$ cat src/shared/dba_defs.svh
`ifndef DBA_DEFS_SVH
`define DBA_DEFS_SVH
// ----------------------------------------------------------------
// Register offsets (byte addresses, low address byte)
// ----------------------------------------------------------------
`define DBA_CTRL_OFS 8'h00
`define DBA_STAT_OFS 8'h04
`define DBA_CYCLE_MASK_A_OFS 8'h08
`define DBA_PERR_OFS 8'h0C
// Control fields and reset values
`define DBA_CTRL_EN_BIT 0
`define DBA_CTRL_IO_BIT 1
`define DBA_CTRL_EN_RST 1'h1
`define DBA_CTRL_IO_RST 1'h0
// ----------------------------------------------------------------
// Arbitration constants
// ----------------------------------------------------------------
`define DBA_CYCLE_MASK_A_ONES 17'h1FFFF
`define DBA_CMD_PATTERN 17'h03DEF
`define DBA_BANK_LOAD 4'hD
`define DBA_CPU_PRIORITY_REG_LOW 8'h01
`define DBA_RELOAD_CNT 2'h3
`define DBA_IO_NODE_ID 4'h8
`define DBA_IO_HI_LINE 4'h5
`define DBA_IO_LO_LINE 4'h0
// Command word layout
`define DBA_CMD_LSB 35
`define DBA_BANK_LSB 1
`define DBA_CMD_CSR_RD 3'h4
`define DBA_CMD_CSR_WR 3'h5
`define DBA_CMD_PRIV 3'h7
`endif

$ cat src/shared/dba_pkg.sv
package dba_pkg;
   // Whole node state, registered as one word
   typedef struct packed {
      logic [16:0] cycle_mask_a;
      logic [7:0] cpu_priority_reg;
      logic [9:0] req_h1;
      logic [9:0] req_h2;
      logic req_any_h3;
      logic [3:0] ca_h;
      logic [1:0] stall_h;
      logic [1:0] err_h;
      logic [1:0] asrt_h;
      logic err_pend;
      logic [1:0] reload;
      logic [2:0] strap1;
      logic [2:0] strap2;
      logic [5:0] last_bank;
      logic [5:0] prior_bank;
      logic [3:0] last_cnt;
      logic [3:0] prior_cnt;
      logic io_hi_used;
      logic [5:0] io_hi_bank;
      logic [37:0] hold_cmd;
      logic [3:0] hold_line;
      logic ctrl_en;
      logic ctrl_io;
      logic ahb_wr;
      logic [7:0] ahb_addr;
      logic [31:0] rdata;
      logic [15:0] perr_cnt;
      logic [37:0] cmd_seen;
      logic cmd_seen_v;
      logic granted;
   } dba_state_type;
endpackage : dba_pkg

$ cat src/rtl/dba_node.sv
// Chosen here: the AHB-Lite interface to the registers and the address map.
`timescale 1ns/1ns
`include "dba_defs.svh"
module dba_node (
   // Clock and reset
   input wire logic clk_sys,
   input wire logic srst,
   // AHB-Lite slave
   input wire logic hsel,
   input wire logic [31:0] haddr,
   input wire logic [1:0] htrans,
   input wire logic hwrite,
   input wire logic [2:0] hsize,
   input wire logic [31:0] hwdata,
   input wire logic hready,
   output logic hreadyout,
   output logic hresp,
   output logic [31:0] hrdata,
   // Shared bus lines, logical asserted level
   input wire logic [9:0] req_in,
   output logic [9:0] req_out,
   output logic [9:0] req_oe,
   input wire logic ca_in,
   output logic ca_out,
   output logic ca_oe,
   input wire logic stall_in,
   input wire logic err_in,
   output logic err_out,
   output logic err_oe,
   input wire logic [38:0] d_in,
   output logic [38:0] d_out,
   output logic d_oe,
   input wire logic [2:0] slot_id_strap,
   // User side
   input wire logic module_request,
   input wire logic [37:0] cmd_word,
   output logic req_taken,
   output logic granted,
   output logic cmd_seen_v,
   output logic [37:0] cmd_seen
);
   import dba_pkg::*;

   dba_state_type s_reg;
   dba_state_type s_next;

   // ----------------------------------------------------------------
   // Decode helpers
   // ----------------------------------------------------------------
   // Bank of a command word; register and private ones map to 0
   function automatic logic [5:0] cmd_bank(input logic [37:0] w);
      logic [2:0] c;
      c = w[`DBA_CMD_LSB +: 3];
      if (c == `DBA_CMD_CSR_RD || c == `DBA_CMD_CSR_WR ||
          c == `DBA_CMD_PRIV) begin
         cmd_bank = 6'h00;
      end else begin
         cmd_bank = w[`DBA_BANK_LSB +: 6];
      end
   endfunction : cmd_bank

   // Highest asserted line number
   function automatic logic [3:0] top_line(input logic [9:0] v);
      top_line = 4'hF;
      for (int i = 0; i < 10; i++) begin
         if (v[i]) begin
            top_line = 4'(i);
         end
      end
   endfunction : top_line

   // Processor lines 9:6,4:1 packed into priority order
   function automatic logic [7:0] cpu_lines(input logic [9:0] v);
      cpu_lines = {v[9:6], v[4:1]};
   endfunction : cpu_lines

   // ----------------------------------------------------------------
   // Combinational decisions
   // ----------------------------------------------------------------
   logic [5:0] req_bank;
   logic bank_ok;
   logic [3:0] want_line;
   logic [3:0] node_id;
   logic asrt;
   logic win;
   logic cmd_det;
   logic cmd_ok;
   logic cpu_command_cycle;
   logic case1;
   logic case2;
   logic case3;
   logic [3:0] cpu_priority_reg_idx;

   // Target bank, bank busy check and line choice
   always_comb begin
      req_bank = cmd_bank(cmd_word);
      bank_ok = !((req_bank == s_reg.prior_bank &&
                   s_reg.prior_cnt != 4'h0) ||
                  (req_bank == s_reg.last_bank &&
                   s_reg.last_cnt != 4'h0));
      cpu_priority_reg_idx = 4'h0;
      for (int i = 0; i < 8; i++) begin
         if (s_reg.cpu_priority_reg[i]) begin
            cpu_priority_reg_idx = 4'(i);
         end
      end
      if (s_reg.ctrl_io) begin
         // After a top-priority access to a bank, next goes low
         want_line = (s_reg.io_hi_used && req_bank == s_reg.io_hi_bank) ?
                     `DBA_IO_LO_LINE : `DBA_IO_HI_LINE;
         node_id = `DBA_IO_NODE_ID;
      end else begin
         // One-hot priority picks one unique processor line
         want_line = (cpu_priority_reg_idx < 4'h4) ? cpu_priority_reg_idx + 4'h1 :
                     cpu_priority_reg_idx + 4'h2;
         node_id = {1'b0, s_reg.strap2};
      end
   end

   // Request permission, grant and command recognition
   always_comb begin
      asrt = module_request && s_reg.ctrl_en &&
             (s_reg.ca_h[2] || !s_reg.req_any_h3) &&
             (s_reg.req_h2 == 10'h000) && !s_reg.ca_h[1] &&
             !s_reg.asrt_h[0] &&
             !s_reg.cycle_mask_a[2] && bank_ok;
      win = s_reg.asrt_h[1] &&
            top_line(s_reg.req_h2) == s_reg.hold_line &&
            !s_reg.req_any_h3 && !s_reg.ca_h[1] &&
            !s_reg.ca_h[2] && !s_reg.ca_h[3];
      cmd_det = ca_in && (s_reg.req_h2 != 10'h000) &&
                (s_reg.ca_h == 4'h0);
      cmd_ok = cmd_det && (^d_in);
      cpu_command_cycle = cmd_det && !s_reg.req_h2[5] &&
              (cpu_lines(s_reg.req_h2) != 8'h00);
      case1 = err_in || (s_reg.err_h != 2'h0) ||
              (s_reg.reload != 2'h0);
      case2 = cpu_command_cycle && !s_reg.ctrl_io &&
              ({s_reg.req_h2[5], cpu_lines(s_reg.req_h2)} >=
               {s_reg.cpu_priority_reg, 1'b0}) && !case1;
      case3 = cpu_command_cycle && !s_reg.ctrl_io &&
              ((cpu_lines(s_reg.req_h2) & s_reg.cpu_priority_reg) != 8'h00) &&
              !case2 && !case1;
   end

   // ----------------------------------------------------------------
   // Bus line drivers
   // ----------------------------------------------------------------
   // Request line, node number in command cycle, command and error
   always_comb begin
      req_oe = 10'h000;
      if (asrt) begin
         req_oe[want_line] = 1'b1;
      end
      if (win) begin
         req_oe[3:0] = req_oe[3:0] | node_id;
      end
      req_out = req_oe;
      ca_oe = win;
      ca_out = win;
      d_oe = win;
      d_out = {~(^s_reg.hold_cmd), s_reg.hold_cmd};
      err_oe = s_reg.err_pend;
      err_out = s_reg.err_pend;
   end

   assign req_taken = asrt;
   assign granted = s_reg.granted;
   assign cmd_seen = s_reg.cmd_seen;
   assign cmd_seen_v = s_reg.cmd_seen_v;
   assign hreadyout = 1'b1;
   assign hresp = 1'b0;
   assign hrdata = s_reg.rdata;

   // ----------------------------------------------------------------
   // Next state
   // ----------------------------------------------------------------
   always_comb begin
      s_next = s_reg;
      // Bus history
      s_next.req_h1 = req_in;
      s_next.req_h2 = s_reg.req_h1;
      s_next.req_any_h3 = |s_reg.req_h2;
      s_next.ca_h = {s_reg.ca_h[2:0], ca_in};
      s_next.stall_h = {s_reg.stall_h[0], stall_in};
      s_next.err_h = {s_reg.err_h[0], err_in};
      s_next.asrt_h = {s_reg.asrt_h[0], asrt};
      s_next.strap1 = slot_id_strap;
      s_next.strap2 = s_reg.strap1;
      if (s_reg.reload != 2'h0) begin
         s_next.reload = s_reg.reload - 2'h1;
      end
      if (asrt) begin
         s_next.hold_cmd = cmd_word;
         s_next.hold_line = want_line;
      end
      s_next.granted = win;
      // Allocation mask, low bit is the nearest cycle
      s_next.cycle_mask_a = s_reg.stall_h[1] ? s_reg.cycle_mask_a :
                     {1'b0, s_reg.cycle_mask_a[16:1]};
      if (s_reg.ca_h[0]) begin
         s_next.cycle_mask_a = s_next.cycle_mask_a | (s_reg.stall_h[1] ?
                        17'(`DBA_CMD_PATTERN << 1) :
                        `DBA_CMD_PATTERN);
      end
      if (s_reg.err_h[0] || s_reg.reload != 2'h0) begin
         s_next.cycle_mask_a = `DBA_CYCLE_MASK_A_ONES;
      end
      // Bank history and countdowns
      if (s_reg.last_cnt != 4'h0 && !stall_in) begin
         s_next.last_cnt = s_reg.last_cnt - 4'h1;
      end
      if (s_reg.prior_cnt != 4'h0 && !stall_in) begin
         s_next.prior_cnt = s_reg.prior_cnt - 4'h1;
      end
      if (cmd_ok) begin
         s_next.prior_bank = s_reg.last_bank;
         s_next.last_bank = cmd_bank(d_in[37:0]);
         s_next.prior_cnt = (s_reg.last_cnt != 4'h0 && !stall_in) ?
                            s_reg.last_cnt - 4'h1 :
                            s_reg.last_cnt;
         s_next.last_cnt = stall_in ? `DBA_BANK_LOAD :
                           `DBA_BANK_LOAD - 4'h1;
      end
      // Seen commands and parity errors
      s_next.cmd_seen_v = cmd_ok;
      if (cmd_ok) begin
         s_next.cmd_seen = d_in[37:0];
      end
      s_next.err_pend = cmd_det && !cmd_ok;
      if (cmd_det && !cmd_ok) begin
         s_next.perr_cnt = s_reg.perr_cnt + 16'h0001;
      end
      // I/O node top-priority bookkeeping once a request resolves
      if (s_reg.ctrl_io && s_reg.asrt_h[1]) begin
         if (s_reg.hold_line == `DBA_IO_HI_LINE && win) begin
            s_next.io_hi_used = 1'b1;
            s_next.io_hi_bank = cmd_bank(s_reg.hold_cmd);
         end else if (s_reg.hold_line == `DBA_IO_LO_LINE &&
                      cmd_bank(s_reg.hold_cmd) == s_reg.io_hi_bank) begin
            s_next.io_hi_used = 1'b0;
         end
      end
      // Rotating processor priority
      if (case1) begin
         s_next.cpu_priority_reg = `DBA_CPU_PRIORITY_REG_LOW << s_reg.strap2;
      end else if (case2) begin
         s_next.cpu_priority_reg = s_reg.cpu_priority_reg << 1;
      end else if (case3) begin
         s_next.cpu_priority_reg = `DBA_CPU_PRIORITY_REG_LOW;
      end else begin
         s_next.cpu_priority_reg = s_reg.cpu_priority_reg;
      end
      // AHB-Lite address phase capture and register access
      s_next.ahb_wr = hsel && htrans[1] && hready && hwrite;
      s_next.ahb_addr = haddr[7:0];
      if (s_reg.ahb_wr && s_reg.ahb_addr == `DBA_CTRL_OFS) begin
         s_next.ctrl_en = hwdata[`DBA_CTRL_EN_BIT];
         s_next.ctrl_io = hwdata[`DBA_CTRL_IO_BIT];
      end
      s_next.rdata = 32'h0000_0000;
      if (hsel && htrans[1] && hready && !hwrite) begin
         unique case (haddr[7:0])
            `DBA_CTRL_OFS: s_next.rdata = {30'h0, s_reg.ctrl_io,
                                           s_reg.ctrl_en};
            `DBA_STAT_OFS: s_next.rdata = {3'h0, s_reg.io_hi_used,
               s_reg.prior_cnt, s_reg.last_cnt, s_reg.prior_bank,
               s_reg.last_bank, s_reg.cpu_priority_reg};
            `DBA_CYCLE_MASK_A_OFS: s_next.rdata = {15'h0, s_reg.cycle_mask_a};
            `DBA_PERR_OFS: s_next.rdata = {16'h0, s_reg.perr_cnt};
            default: s_next.rdata = 32'h0000_0000;
         endcase
      end
   end

   // State register, synchronous reset
   always_ff @(posedge clk_sys) begin
      if (srst) begin
         s_reg <= '0;
         s_reg.cycle_mask_a <= `DBA_CYCLE_MASK_A_ONES;
         s_reg.reload <= `DBA_RELOAD_CNT;
         s_reg.cpu_priority_reg <= `DBA_CPU_PRIORITY_REG_LOW;
         s_reg.ctrl_en <= `DBA_CTRL_EN_RST;
         s_reg.ctrl_io <= `DBA_CTRL_IO_RST;
      end else begin
         s_reg <= s_next;
      end
   end
endmodule : dba_node

$ cat config.mk
export PLATFORM = sky130hd
export DESIGN_NAME = dba_node
export DESIGN_NICKNAME = d
export VERILOG_FILES = /design/src/shared/dba_pkg.sv /design/src/rtl/dba_node.sv
export VERILOG_INCLUDE_DIRS = /design/src /design/src/shared
export SDC_FILE = /design/constraint.sdc
export NUM_CORES = 1
export LEC_CHECK = 0
export BUFFER_PORTS_ARGS = -buffer_cell sky130_fd_sc_hd__buf_2
export CELL_PAD_IN_SITES_DETAIL_PLACEMENT = 2
export CELL_PAD_IN_SITES_GLOBAL_PLACEMENT = 2
export CORE_AREA = 3 3 197 199
export CTS_CLUSTER_SIZE = 14
export DETAILED_ROUTE_END_ITERATION = 8
export DIE_AREA = 0 0 200 202
export PLACE_DENSITY = 0.89
export SYNTH_ARGS = -nofsm -noshare
export SYNTH_HDL_FRONTEND = slang
export SYNTH_SLANG_ARGS = --single-unit
$ cat constraint.sdc
create_clock -name clk_sys -period 2.67 [get_ports clk_sys]
set_clock_uncertainty 0.05 [all_clocks]
set_input_delay 0.267 -clock clk_sys [delete_from_list [all_inputs] [get_ports clk_sys]]
set_output_delay 0.267 -clock clk_sys [all_outputs]
set_load 0.02 [all_outputs]
; Yosys cells after proc, flatten, opt, wreduce, memory -nomap -nowiden
; Index checks and enable logic that the tools add are counted.
[totals]
regBits = 233
latchBits = 0
ram_bits = 0
romBits = 0
inputBits = 168
output_inout_bits = 139
wordCells = 192
n_memories = 0
[classes]
add_sub_neg = 6
multipliers = 0
div_mod_pow = 0
n_lt_le_gt_ge = 4
eq_ne = 18
shift = 1
mux = 43
bitwise_logic = 5
n_reduce_logical = 85
[op_table]
columns = op, n
row1 = case mux 29 bit (4 select lines), 1
row2 = 2-to-1 mux 4 bit, 21
row3 = parity 39 bit, 1
row4 = logical AND 1 bit, 38
row5 = parity 38 bit, 1
row6 = 2-to-1 mux 17 bit, 2
row7 = 2-to-1 mux 8 bit, 4
row8 = 2-to-1 mux 6 bit, 5
row9 = equality test 3 bit (second input constant), 9
row10 = equality test 6 bit, 4
row11 = bitwise OR 17 x 15 -> 17 bit, 1
row12 = adder 16 x 1 -> 16 bit (second input constant), 1
row13 = equality test 8 x 4 -> 1 bit (second input constant), 2
row14 = logical NOT 8 bit, 2
row15 = nonzero test 8 bit, 2
row16 = 2-to-1 mux 15 bit, 1
row17 = logical NOT 1 bit, 14
row18 = logical OR 1 bit, 11
row19 = logical NOT 10 bit, 1
row20 = 2-to-1 mux 10 bit, 1
row21 = nonzero test 10 bit, 1
row22 = OR reduction 10 bit, 1
row23 = >= comparator 9 bit, 1
row24 = bitwise AND 8 bit, 1
row25 = 23 further kinds, 36

; Longest topological paths before layout
[depth]
depth_word = 23
ltp_mapped = 11
ltp_nobuf = 10

; Worst setup path after synthesis
; Ideal clock, no wire load.
[synth_timing]
kind = register -> output
start = register s_reg[213] (netlist bit)
end = output req_out[4]
arrival_ps = 2237
required_ps = 2353
slack_ps = 116
stages_incl_launch_ff = 12
n_path_buf = 2
path_cell_list = dfxtp_1 -> clkbuf_1 -> inv_1 -> o21ai_0 -> nand2_1 -> nand2_1 -> ha_1 -> nor3_1 -> nand2b_1 -> or3_1 -> nor3_1 -> buf_4
[synth_between]
elab_chain_cells = 11
elab_cells_between_ends = 14
[synth_lines]
columns = item, line_no
row1 = "start, declared", dba_node.sv:44  ; dba_state_type s_reg;
row2 = "start signal, assigned", dba_node.sv:286  ; s_reg <= s_next;
row3 = 2-to-1 mux 4 bit * (3 in series), dba_node.sv:103  ; if (s_reg.cpu_priority_reg[i]) begin
row4 = adder 4 x 2 -> 4 bit (tied with other cells), dba_node.sv:115  ; cpu_priority_reg_idx + 4'h2;
row5 = 2-to-1 mux 4 bit *, dba_node.sv:114  ; want_line = (cpu_priority_reg_idx < 4'h4) ? cpu_priority_reg_idx + 4'h1 :
row6 = 2-to-1 mux 4 bit *, dba_node.sv:107  ; if (s_reg.ctrl_io) begin
row7 = less-than comparator 4 x 5 -> 1 bit (not written as such) / >= comparator 4 x 1 -> 1 bit (equally long branches), dba_node.sv:153  ; req_oe[want_line] = 1'b1;
row8 = logical AND 1 bit (not written as such), dba_node.sv:153
row9 = 2-to-1 mux 1 bit (not written as such), dba_node.sv:153
row10 = demux 1 bit (select 4 bit) *, dba_node.sv:153
row11 = 2-to-1 mux 10 bit *, dba_node.sv:152  ; if (asrt) begin
row12 = "end, declared", dba_node.sv:21  ; output logic [9:0] req_out,
; Mark *: on every way between the ends. The rest lies on a longest branch, timed or not.

; Worst setup path after layout
[layout_timing]
start = register s_reg[191] (netlist bit)
end = output req_out[0]
[layout_between]
elab_chain_cells = 14
elab_cells_between_ends = 22
[layout_lines]
columns = item, line_no
row1 = 2-to-1 mux 4 bit (7 in series), dba_node.sv:66  ; if (v[i]) begin
row2 = equality test 4 bit, dba_node.sv:128  ; top_line(s_reg.req_h2) == s_reg.hold_line &&
row3 = logical AND 1 bit, dba_node.sv:127  ; win = s_reg.asrt_h[1] &&
row4 = logical AND 1 bit, dba_node.sv:128
row5 = logical AND 1 bit (2 in series), dba_node.sv:129  ; !s_reg.req_any_h3 && !s_reg.ca_h[1] &&
row6 = logical AND 1 bit, dba_node.sv:130  ; !s_reg.ca_h[2] && !s_reg.ca_h[3];
row7 = 2-to-1 mux 4 bit *, dba_node.sv:155  ; if (win) begin
; Marked as above.

==> qor.csv <==
stage,metric,value,unit
sta,rsz0062_at_grt,true,
layout,nNetsFinal,1752,
drt,antenna_left,0,
grt,grt_max_degree,133,
floorplanning,die_w,200,um
worst_setup_path,cp.arrival,2.76,ns
worst_setup_path,worstSetupPathType,register to primary output,
sta,timing.setup.tns,-6.63,ns
status,status,"finished, violations left",
power_and_ir_drop,p_comb_frac,0.282,
drt,drt_iter0_markers,447,
logic_synthesis,ys_dominant_reg_cell,dfxtp_1,
logic_synthesis,synth_area,0.0111,sq mm
layout,largest_reg_flops,101,
grt,grt_pass1_vias,11800,
logic_synthesis,ys.warnings.count,0,
logic_synthesis,synthArstFlopShare,0,
sta,fin_ws,-0.408,ns
logic_synthesis,synth_common_cells,"230 x dfxtp_1, 228 x nand2_1, 125 x buf_4",
power_and_ir_drop,leakage,6.13,nW
worst_setup_path,worstSetupEndpointType,primary output,
drt,dr.pass1.iters,5,
clocking,clkLatencyLatePin,0.55,ns
sta,slew_headroom,0.535,
clocking,cts_tree,yes,
flow_run,cap_viol_max_count,0,
sta,hold_violations,0,
hold_path,hold_path.class,input port to register,
logic_synthesis,synth_edf_count,0,
power_and_ir_drop,p_seq_frac,0.355,
logic_synthesis,yosysSeqAreaShare,0.416,
logic_synthesis,synth.most_common_cell,dfxtp_1,
logic_synthesis,yosys.area.top_type,dfxtp_1,
power_and_ir_drop,finalPower,11.1,mW
status,violations,setup timing,
layout,fin_util,0.405,
sta,final-max-slew-violation-count,0,
layout,area_growth,37.0,%
clocking,cts_buffers,29,
logic_synthesis,synth_seq_cells,230,
clocking,cts.sinks,230,
sta,max_freq,0.325,GHz
floorplanning,die_area,0.0404,sq mm
layout,drive_gt1_frac,0.312,
logic_synthesis,synth_top_cell_area_share,0.416,
place,place.gp.congestion,0.787,
sta,setup_violations,31,
floorplanning,io_pins,307,
logic_synthesis,synth_cells,1317,
grt,grt_pass1_wl,71300,um
drt,routedWlPerCell,23.7,um
drt,vias,10600,
worst_setup_path,r2r_slack,-0.09,ns
sta,worstMarginPinSlew,0.697,ns
layout,final_area,0.0152,sq mm
clocking,root_buffer,clkbuf_16,
worst_setup_path,crit_fanout,6,
logic_synthesis,syn_area_per_cell,8.40,sq um
worst_setup_path,required,2.35,ns
floorplanning,rows,71,
power_and_ir_drop,switchingPower,3.70,mW
floorplanning,core-area,0.0374,sq mm
grt,grt_remaining_overflow,0,
layout,nFillCells,4019,
clocking,clock_path_buffers,3,
drt,via_per_inst,5.02,
drt,wirelength,49900,um
sta,min_period,3.08,ns
floorplanning,start_util,0.296,
logic_synthesis,synth.distinct_cells,64,
grt,grt_use_total,0.226,
power_and_ir_drop,p_int,7.43,mW
worst_setup_path,critPathLaunchType,register,
place,place_area,0.0122,sq mm
drt,drc_errors,0,
grt,grt_antenna_before_repair,1,
layout,final_cells,2104,
clocking,clkTransAtPathRegs,0.06,ns
power_and_ir_drop,clockPowerShare,0.363,
place,port_buffers,243,
power_and_ir_drop,swShare,0.333,
power_and_ir_drop,ir_drop,0.000571,V
place,post-place-cells,1933,
sta,period_share,1.15,
power_and_ir_drop,p_per_area,734,mW/mm^2
place,post-dp-hpwl,27600,um
logic_synthesis,synth.area.top_cells,"dfxtp_1 42%, buf_4 8.5%, nand2_1 7.7%",
floorplanning,die_y,202,um
clocking,htreeDepth,1,
==> metrics by stage <==
step	setup slack, ns	hold slack (ns)
4_1_cts	-0.257	0.000882
5_1_grt	-0.470	0.0131
3_3_place_gp	-0.106	0.372
6_report	-0.408	0.0253
3_5_place_dp	-0.170	0.376
2_1_floorplan	0.116	0.339
==> cell families (layout without fill, tap and decap cells) <==
kind of cell,Yosys count,in the layout,synth area share
AND/OR/NAND/NOR,509,509,0.217
flip-flops,230,230,0.416
AO/OA/AOI/OAI,214,214,0.115
buffers and inverters,211,483,0.118
XOR/XNOR,107,107,0.0877
multiplexers,31,31,0.0314
adder cells (fa/ha/maj),13,13,0.0147
other,2,6,0.000679
==> layer usage <==
layer | global-route usage | vias up | wire length, um
li1 | - | 4769 | -
met1 | 0.256 | 5322 | 19200
met2 | 0.422 | 349 | 26100
met3 | 0.0433 | 119 | 2580
met4 | 0.0685 | 0 | 2020
met5 | 0 | - | 0
==> cells in the final DEF (no fill, tap or decap), drive strengths merged, types with 6 or more instances in the layout <==
cell	Yosys	routed
dfxtp	230	230
mux2i	19	19
nand3b	7	7
a22oi	17	17
nand2b	12	12
nor4	11	11
xor2	14	14
o21ai	33	33
nor2	96	96
o32ai	6	6
and2	22	22
xnor2	92	92
dlygate4sd3	0	97
nand2	228	228
a31oi	7	7
a211oi	11	11
buf	137	309
mux2	10	10
nor2b	52	52
nor3	31	31
a21oi	111	111
inv	21	21
nor4bb	7	7
nand3	18	18
clkbuf	53	45
ha	13	13
==> critical path, stage by stage (launching register included) <==
cell and delay, ns:
dfxtp_2 0.44, nor4_4 0.09, a2111oi_0 0.48, o21ai_1 0.19, a211o_1 0.41, nor3_2 0.14
buf_4 0.16, a22o_1 0.16, buf_4 0.15
==> layout make-up <==
| cell class | instances | area (sq um) | share of cell area |
|---|---|---|---|
| Tap cell | 511 | 639 | 0.0422 |
| Antenna cell | 1 | 2.50 | 0.000165 |
| Sequential cell | 230 | 4680 | 0.309 |
| Timing Repair Buffer | 410 | 3030 | 0.200 |
| Clock inverter | 10 | 130 | 0.00858 |
| Clock buffer | 42 | 835 | 0.0550 |
| Multi-Input combinational cell | 879 | 5760 | 0.380 |
| Inverter | 21 | 86.3 | 0.00569 |
==> power groups by stage <==
stage          Clock (mW)  Combinational (mW)  Sequential [mW]
6_report             4.04                3.14             3.95
5_1_grt              4.30                3.36             3.98
2_1_floorplan           0                1.83             3.92
4_1_cts              4.10                2.74             3.91
3_5_place_dp            0                2.55             3.98
3_3_place_gp            0                2.45             3.96
==> final timing paths <==
kind	startpoint	end	depth (start not counted)
worst max-delay path	s_reg[191]	req_out[0]	8
worst max register to register	s_reg[191]	s_reg[146]	8
worst min-delay path	cmd_word[4]	d_out[4]	3
worst min register to register	s_next[182]	s_reg[182]	1
==> what timing repair did <==
action,4_1_cts,5_1_grt
cloned,1,3
hold buffers,97,0
endpoints found under the hold margin,100,0
setup endpoints to repair,25,80
gates resized for setup,90,119
pin swaps,23,52
buffers inserted,5,12
Power figures use the tool's default switching activity.
